--- config.mk ---
export PLATFORM = sky130hd
export DESIGN_NAME = cbiu_bus_controller_unit
export DESIGN_NICKNAME = d
export VERILOG_FILES = /design/src/inc/cbiu_pkg.sv /design/src/cbiu_bus_controller_unit.sv
export SDC_FILE = /design/constraint.sdc
export NUM_CORES = 1
export LEC_CHECK = 0
export BUFFER_PORTS_ARGS = -buffer_cell sky130_fd_sc_hd__buf_2
export CORE_MARGIN = 2
export CORE_UTILIZATION = 57
export CTS_CLUSTER_SIZE = 40
export DETAILED_ROUTE_END_ITERATION = 6
export PLACE_DENSITY = 0.86
export REMOVE_ABC_BUFFERS = 1
export SETUP_SLACK_MARGIN = 0.02
export SYNTH_ARGS = -nofsm -noshare
export SYNTH_HDL_FRONTEND = slang
export SYNTH_SLANG_ARGS = --single-unit
--- constraint.sdc ---
create_clock -name clk_sys -period 3.07 [get_ports clk_sys]
set_input_delay 0.4605 -clock clk_sys [delete_from_list [all_inputs] [get_ports clk_sys]]
set_output_delay 0.4605 -clock clk_sys [all_outputs]
set_load 0.05 [all_outputs]
--- src/inc/cbiu_pkg.sv ---
// Constants, state codes and the control-block map of the bus controller unit.
// Assumes one system clock at twice the processor rate and a core that holds each request until answered.
// Notes on behaviour
// - Drive 20-bit address, strobes, status, write data
// - Capture local bus data during read cycles
// - Cycles take four clocks, ready stretches them
// - Hold request releases bus, grant answers it
// - Provide transceiver enable and direction outputs
// - Divide input clock by two for bus sequencing; answer and internal bus pulses last one input clock
// - Processor clock out is 50% duty reference
// - No instruction queue-status output mode offered
// - Peripheral register accesses use separate internal bus
// - Register block is 128 sixteen-bit registers
// - Block base relocatable, 256-byte aligned, mem/IO
package cbiu_pkg;
	// Register block geometry
	localparam int unsigned CBIU_BLOCK_REGS = 128;
	localparam int unsigned CBIU_BLOCK_BYTES = 256;
	// Relocation register offset inside the block (byte offset)
	localparam logic [7:0] CBIU_RELOC_OFFSET = 8'hA8;
	// Relocation register fields
	localparam int unsigned CBIU_RELOC_BASE_LSB = 0;
	localparam int unsigned CBIU_RELOC_BASE_W = 12;
	localparam int unsigned CBIU_RELOC_MEM_BIT = 12;
	// Reset value: base page 0x0FF, I/O space
	localparam logic [12:0] CBIU_RELOC_RESET = 13'h00FF;
	// Bus cycle status codes
	localparam logic [2:0] CBIU_ST_IO_READ = 3'h1;
	localparam logic [2:0] CBIU_ST_IO_WRITE = 3'h2;
	localparam logic [2:0] CBIU_ST_MEM_READ = 3'h5;
	localparam logic [2:0] CBIU_ST_MEM_WRITE = 3'h6;
	localparam logic [2:0] CBIU_ST_PASSIVE = 3'h7;
	// Bus sequencer states
	typedef enum logic [2:0] {
		CBIU_IDLE = 3'b000,
		CBIU_T1 = 3'b001,
		CBIU_T2 = 3'b010,
		CBIU_T3 = 3'b011,
		CBIU_TW = 3'b100,
		CBIU_T4 = 3'b101,
		CBIU_HOLD = 3'b110,
		CBIU_INT = 3'b111
	} cbiu_state_t;
endpackage

--- src/cbiu_bus_controller_unit.sv ---
// Bus controller unit: local bus sequencer, bus sharing, clock halving and register block steering.
// Assumes inputs synchronous to clk_sys and a peripheral bus that answers read data within one processor clock.
`timescale 1ns/1ns
module cbiu_bus_controller_unit
	import cbiu_pkg::*;
(
	input wire logic clk_sys,
	input wire logic rst_n,
	input wire logic ce,
	// Core request side
	input wire logic reqValid,
	input wire logic reqWrite,
	input wire logic reqIo,
	input wire logic [19:0] reqAddr,
	input wire logic [15:0] reqWData,
	output logic respValid,
	output logic [15:0] respRData,
	// Local bus
	output logic [15:0] adOut,
	output logic adOe,
	input wire logic [15:0] adIn,
	output logic [3:0] addrHigh,
	output logic addrLatch,
	output logic readStrobe_n,
	output logic writeStrobe_n,
	output logic [2:0] busStatus,
	output logic busCtrlOe,
	output logic transceiverEnable_n,
	output logic transceiverDirection,
	input wire logic ready,
	input wire logic holdReq,
	output logic busGrantOut,
	output logic processorClockOut,
	// Internal peripheral bus
	output logic [6:0] periphIndex,
	output logic [15:0] periphWData,
	output logic periphWrite,
	output logic periphRead,
	input wire logic [15:0] periphRData
);
	// Whole state of the unit
	typedef struct packed {
		cbiu_state_t state;
		logic processor_clock_out;
		logic respValid;
		logic [15:0] respData;
		logic [15:0] wdata;
		logic write;
		logic [15:0] adOut;
		logic adOe;
		logic [3:0] addrHigh;
		logic ale;
		logic rd_n;
		logic wr_n;
		logic den_n;
		logic dtr;
		logic [2:0] status;
		logic ctrlOe;
		logic grant;
		logic [6:0] pIndex;
		logic [15:0] pWData;
		logic pWrite;
		logic pRead;
		logic [12:0] reloc;
	} cbiu_regs_t;

	cbiu_regs_t st_q;
	cbiu_regs_t st_d;
	logic tick; // End of a processor clock period
	logic hitBlock; // Request falls inside the register block
	logic [7:0] blockOffset; // Byte offset inside the block

	// Window match against the relocation register
	always_comb
	begin
		blockOffset = reqAddr[7:0];
		if (st_q.reloc[CBIU_RELOC_MEM_BIT])
		begin
			// Memory space: all 12 page bits compared
			hitBlock = !reqIo && (reqAddr[19:8] == st_q.reloc[CBIU_RELOC_BASE_LSB +: CBIU_RELOC_BASE_W]);
		end
		else
		begin
			// I/O space: 64K space, upper page bits zero
			hitBlock = reqIo && (reqAddr[19:16] == 4'h0)
				&& (reqAddr[15:8] == st_q.reloc[7:0]);
		end
	end

	// Half-rate phase; bus advances once per processor clock
	assign tick = st_q.processor_clock_out;

	// Next-state logic
	always_comb
	begin
		st_d = st_q;
		st_d.processor_clock_out = !st_q.processor_clock_out; // Toggle gives 50% duty
		st_d.respValid = 1'b0;
		st_d.pWrite = 1'b0;
		st_d.pRead = 1'b0;
		if (tick)
		begin
			case (st_q.state)
				CBIU_IDLE:
				begin
					if (holdReq)
					begin
						// Release the bus to another master
						st_d.state = CBIU_HOLD;
						st_d.grant = 1'b1;
						st_d.adOe = 1'b0;
						st_d.ctrlOe = 1'b0;
					end
					else if (reqValid && hitBlock)
					begin
						// Internal access, no external cycle
						st_d.state = CBIU_INT;
						st_d.pIndex = blockOffset[7:1];
						st_d.pWData = reqWData;
						st_d.write = reqWrite;
						if (blockOffset == CBIU_RELOC_OFFSET)
						begin
							// Relocation register handled locally
							if (reqWrite)
							begin
								st_d.reloc = reqWData[12:0];
							end
						end
						else
						begin
							st_d.pWrite = reqWrite;
							st_d.pRead = !reqWrite;
						end
					end
					else if (reqValid)
					begin
						// T1: address out, latch strobe, status
						st_d.state = CBIU_T1;
						st_d.wdata = reqWData;
						st_d.write = reqWrite;
						st_d.adOut = reqAddr[15:0];
						st_d.adOe = 1'b1;
						st_d.addrHigh = reqAddr[19:16];
						st_d.ale = 1'b1;
						st_d.dtr = reqWrite;
						if (reqIo)
						begin
							st_d.status = reqWrite ? CBIU_ST_IO_WRITE : CBIU_ST_IO_READ;
						end
						else
						begin
							st_d.status = reqWrite ? CBIU_ST_MEM_WRITE : CBIU_ST_MEM_READ;
						end
					end
				end
				CBIU_T1:
				begin
					// T2: data phase, strobes and transceiver on
					st_d.state = CBIU_T2;
					st_d.ale = 1'b0;
					st_d.den_n = 1'b0;
					if (st_q.write)
					begin
						st_d.adOut = st_q.wdata;
						st_d.wr_n = 1'b0;
					end
					else
					begin
						st_d.adOe = 1'b0;
						st_d.rd_n = 1'b0;
					end
				end
				CBIU_T2:
				begin
					st_d.state = CBIU_T3;
				end
				CBIU_T3, CBIU_TW:
				begin
					if (ready)
					begin
						// Ready seen: finish the cycle
						st_d.state = CBIU_T4;
						if (!st_q.write)
						begin
							st_d.respData = adIn;
						end
						st_d.rd_n = 1'b1;
						st_d.wr_n = 1'b1;
						st_d.den_n = 1'b1;
						st_d.status = CBIU_ST_PASSIVE;
					end
					else
					begin
						// Wait state while ready is low
						st_d.state = CBIU_TW;
					end
				end
				CBIU_T4:
				begin
					// Cycle complete, answer the core
					st_d.state = CBIU_IDLE;
					st_d.respValid = 1'b1;
					st_d.adOe = 1'b0;
					st_d.dtr = 1'b0;
				end
				CBIU_HOLD:
				begin
					if (!holdReq)
					begin
						// Request withdrawn: take the bus back
						st_d.state = CBIU_IDLE;
						st_d.grant = 1'b0;
						st_d.ctrlOe = 1'b1;
					end
				end
				CBIU_INT:
				begin
					// Peripheral data returned one processor clock later
					st_d.state = CBIU_IDLE;
					st_d.respValid = 1'b1;
					if (!st_q.write)
					begin
						st_d.respData = (st_q.pIndex == CBIU_RELOC_OFFSET[7:1])
							? {3'h0, st_q.reloc} : periphRData;
					end
				end
				default:
				begin
					st_d.state = CBIU_IDLE;
				end
			endcase
		end
	end

	// State register, frozen while ce is low
	always_ff @(posedge clk_sys or negedge rst_n)
	begin
		if (!rst_n)
		begin
			st_q <= '0;
			st_q.state <= CBIU_IDLE;
			st_q.rd_n <= 1'b1;
			st_q.wr_n <= 1'b1;
			st_q.den_n <= 1'b1;
			st_q.status <= CBIU_ST_PASSIVE;
			st_q.ctrlOe <= 1'b1;
			st_q.reloc <= CBIU_RELOC_RESET;
		end
		else if (ce)
		begin
			st_q <= st_d;
		end
	end

	// Outputs straight from the state register; no queue-status pins exist
	assign respValid = st_q.respValid;
	assign respRData = st_q.respData;
	assign adOut = st_q.adOut;
	assign adOe = st_q.adOe;
	assign addrHigh = st_q.addrHigh;
	assign addrLatch = st_q.ale;
	assign readStrobe_n = st_q.rd_n;
	assign writeStrobe_n = st_q.wr_n;
	assign busStatus = st_q.status;
	assign busCtrlOe = st_q.ctrlOe;
	assign transceiverEnable_n = st_q.den_n;
	assign transceiverDirection = st_q.dtr;
	assign busGrantOut = st_q.grant;
	assign processorClockOut = st_q.processor_clock_out;
	assign periphIndex = st_q.pIndex;
	assign periphWData = st_q.pWData;
	assign periphWrite = st_q.pWrite;
	assign periphRead = st_q.pRead;
endmodule

# ---- Word level (Yosys, flattened, before mapping)
# Index checks and enable logic that the tools add are counted.
# W data, S select, Z words.
dict set report word_totals {
  reg_bits 107
  inputBits 76
  output_inout_bits 74
  elab_cells 130
}
dict set report classes {
  eq_ne 24
  muxes 48
  bitwise 2
  reduce_logical 34
}
# operator count
set op_table {}
lappend op_table {{$mux W38} 3}
lappend op_table {{$mux W103} 1}
lappend op_table {{$mux W16} 6}
lappend op_table {{$pmux W16 S2} 2}
lappend op_table {{$mux W39} 1}
lappend op_table {{$mux W33} 1}
lappend op_table {{$reduce_and A6 Y1} 5}
lappend op_table {{$mux W13} 2}
lappend op_table {{$reduce_and A5 Y1} 5}
lappend op_table {{$mux W22} 1}
lappend op_table {{$reduce_and A7 Y1} 3}
lappend op_table {{$ne A2 B2 Y1 const B} 10}
lappend op_table {{$mux W3} 6}
lappend op_table {{$pmux W3 S6} 1}
lappend op_table {{$mux W17} 1}
lappend op_table {{$mux W4} 4}
lappend op_table {{$reduce_bool A2 Y1} 7}
lappend op_table {{$eq A12 B12 Y1} 1}
lappend op_table {{$eq A3 B3 Y1 const B} 4}
lappend op_table {{$pmux W3 S2} 2}
lappend op_table {{$mux W2} 5}
lappend op_table {{$eq A8 B8 Y1} 1}
lappend op_table {{$eq A8 B8 Y1 const B} 1}
lappend op_table {{$reduce_and A4 Y1} 2}
lappend op_table {{other kinds (17)} 33}

# ---- Longest topological paths before layout
dict set report depth {
  ltp_word 9
  ltp_mapped 9
  ltp_nobuf 6
}

# ---- Least setup slack after synthesis
# Ideal clock, no wire load.
dict set report synth_path {
  kind {reg-to-reg}
  start {register st_q (netlist bit processorClockOut)}
  end {register st_q (netlist bit addrHigh[1])}
  setup_time_ns 0.125
  t_arrival_ns 2.177
  t_required_ns 2.945
  setup_slack_ns 0.768
  path_stages_with_launch 9
  n_path_buf 3
  period_less_slack_ns 2.302
  path_cell_list {dfrtp_1 and2_1 clkbuf_8 nand2_1 nor2_1 nor2b_1 clkbuf_1 buf_2 mux2_2}
}
dict set report synth_between {
  elab_chain_cells 1
}
# element line_no
set synth_lines {}
lappend synth_lines {{start, declared} cbiu_bus_controller_unit.sv:67} ;# cbiu_regs_t st_q;
lappend synth_lines {{start signal, assigned} cbiu_bus_controller_unit.sv:251} ;# st_q <= st_d;
lappend synth_lines {{$reduce_and A6 Y1 (no source line)} --}
# No other way between the ends.
# A chain may end at the register's enable or synchronous reset.

# ---- Worst setup path after layout
dict set report layout_path {
  start {register st_q[105] (netlist bit)}
  end {register st_q (netlist bit respRData[2])}
}
dict set report layout_between {
  elab_chain_cells 4
  word_cells_on_any_way 10
  classes_between {6 x eq/ne; 1 x mux; 3 x reduce/logical}
}
# element line_no
set layout_lines {}
lappend layout_lines {{$eq A3 B2 Y1 / $eq A3 B3 Y1 (equally long branches)} cbiu_bus_controller_unit.sv:103} ;# case (st_q.state)
lappend layout_lines {{$reduce_or A2 Y1} cbiu_bus_controller_unit.sv:103}
lappend layout_lines {{$ne A2 B2 Y1 (no source line) / $reduce_bool A2 Y1 (equally long branches)} --}
lappend layout_lines {{$reduce_and A6 Y1 (no source line)} --}
# Several ways; a longest one is shown, not always the timed one.

==> flow_summary.yaml <==
sta:
  rsz0062_at_grt: "false"
  finalSetupViolCount: 0
  tns_ns: 0
  skew_ns: 0.01042
  tightest_slew_ns: 1.015
  relSlewSlack_pct: 32.34
  slew_violations: 0
  min_period_over_period_pct: 83.46
  finalHoldViolCount: 0
  max_freq_mhz: 390.3
  finalCriticalPeriod_ns: 2.562
  holdWs_ns: 0.1217
floorplan:
  start_util_pct: 57.70
  die_w_um: 102.8
  num_io_pins: 150
  die_area_um2: 10560
  rows: 36
  core_area_um2: 9639
  die_y_um: 102.8
worst_setup_path:
  start_kind: "flop"
  setup.worst_path.end_class: "flop"
  crit_chain: "nand2b_1 > o21ai_0 > nand2_1 > a211o_1 > nand2_1 > o21ai_0"
  path_class: "flop to flop"
  cpMaxStageDelayCell: "a211o_1"
  worst_ep_required_time_ns: 3.26
  cp.arrival_ns: 2.75
  cp_max_fo: 32
  cpPeakStageDelay_ns: 0.67
drt:
  drt-pass1-iter-count: 4
  drcViolationCount: 0
  viasPerCell: 5.535
  wl_per_cell_um: 17.49
  initialDrtViolationCount: 184
  ant_nets: 0
  wirelength_um: 12840
  vias: 4063
grt:
  antenna_found_initial: 0
  grt_pass1_vias: 4031
  overflow: 0
  grt_first_pass_wirelength_um: 20020
  grt.total_usage_pct: 24.95
  grt_max_degree: 57
synthesis:
  ys.flop_type: "dfrtp_1"
  synth_area_leaders: "dfrtp_1 (41%), mux2_2 (13%), buf_4 (8.4%)"
  syn_avg_cell_area_um2: 10.76
  yosysWarnings: 0
  syn-cell-area_um2: 5562
  synth_edf_count: 0
  yosysTopAreaCell: "dfrtp_1"
  netlist_instances: 517
  async_reset_ff_share_pct: 100.0
  ys_seq_area_share_pct: 48.48
  yosysMostFrequentCell: "dfrtp_1"
  netlist.area_leader.share_pct: 41.39
  synth.ff_latch_count: 107
  synth_common_cells: "dfrtp_1 (92), mux2_2 (63), buf_4 (62)"
  yosysUniqueCellTypes: 53
place:
  globalplace.congestion: 0.8881
  io_buffers: 149
  dp_cells: 718
  hpwl_um: 9458
clock_tree:
  clock_path_buffers: 2
  cts_tree: "yes"
  root_buffer: "clkbuf_8"
  post-cts-setup-buffers: 0
  cts_buffers: 9
  ctsResizeCount: 0
  clk_pin_slew_ns: 0.09
  htree_levels: 3
  clock_sinks: 107
  hold_buffers: 0
  clk_latency_ns: 0.36
power_and_ir_drop:
  powerDensity_nw_per_um2: 828.2
  p_leak_nw: 3.205
  finalPower_w: 0.005065
  peakVddDrop_uv: 455.6
layout:
  fin_cells: 734
  nets: 672
  area_delta_synth_final_pct: 9.966
  drive_above_1_share_pct: 44.76
  antenna_cells: 0
  fin_util_pct: 63.45
hold_path:
  hold_path_class: "input pin to async pin"
flow_run:
  drv_cap: 0
status:
  status: "complete, no violations"
## power breakdown
part	internal, W	leakage, nW	switching (W)	total [W]
logic	0.000691	1.75	0.00154	0.00224
clock network	0.000315	0.0872	0.000442	0.000757
registers	0.00180	1.36	0.000269	0.00207
## state kept, by name, summed over array words and instances, names as in the netlist, 3 cells and up
name	cells
adOut	16
addrHigh	4
busStatus	3
periphIndex	7
periphWData	16
respRData	16
st_q	33
## final cells by class
type	instances	area (um^2)
fill	817	3523
timing repair buffer	159	848.3
sequential	107	2696
clock inverter	3	15.01
clock buffer	13	148.9
tap	133	166.4
multi-input combinational	294	2147
inverter	25	93.84
## critical path: cells and delay by family, from the launching register on
family | cells | cell delay, ns
compound gates | 3 | 1.15
simple gates | 3 | 0.64
flops | 1 | 0.59
## metrics by stage
step	worst slack, ns	area [um^2]
global placement	0.5755	5952
detailed placement	0.5368	5952
floorplan	0.1742	4935
global route	0.3413	6116
CTS	0.5505	6116
finish	0.5078	6116
## layer usage
| metal | up-vias | part of all wire, % | routed length [um] | global-route usage [%] |
|---|---|---|---|---|
| met5 | - | 0 | 0 | 0 |
| met4 | 0 | 1.7 | 224 | 6.883 |
| met3 | 19 | 6.9 | 887 | 6.169 |
| met2 | 157 | 48 | 6198 | 41.83 |
| met1 | 2009 | 43 | 5526 | 32.62 |
| li1 | 1878 | - | - | - |
## layout by cell type, fill, tap and decap left out, types with 13 or more instances in the layout
cell type and n:
buf_2 148, nor2_1 29, o21ai_0 44, mux2_2 63
inv_1 25, dfrtp_1 92, nand2_1 29, a21oi_1 23
dfstp_2 15, nand3_1 21, mux2i_1 13
## kinds of logic (layout without fill, tap and decap cells)
group	Yosys count	count (layout)	synth area share, %
buffers and inverters	116	200	12.96
flip-flops	107	107	48.48
AND/OR/NAND/NOR	103	103	8.909
AO/OA/AOI/OAI	92	92	9.809
multiplexers	86	86	17.80
XOR/XNOR	13	13	2.047
## worst paths after layout
path	depth (start not counted)	slack [ns]	startpoint	to
setup / recovery	6	0.51	st_q[105]	respRData[2]
hold / removal	1	0.12	rst_n	periphIndex[4]
setup reg to reg	6	0.51	st_q[105]	respRData[2]
hold reg to reg	2	0.48	respRData[11]	respRData[11]
max in group asynchronous	2	2.18	rst_n	busStatus[2]
min in group clk_sys	2	0.27	reqIo	busStatus[2]
(Power assumes the default switching activity.)
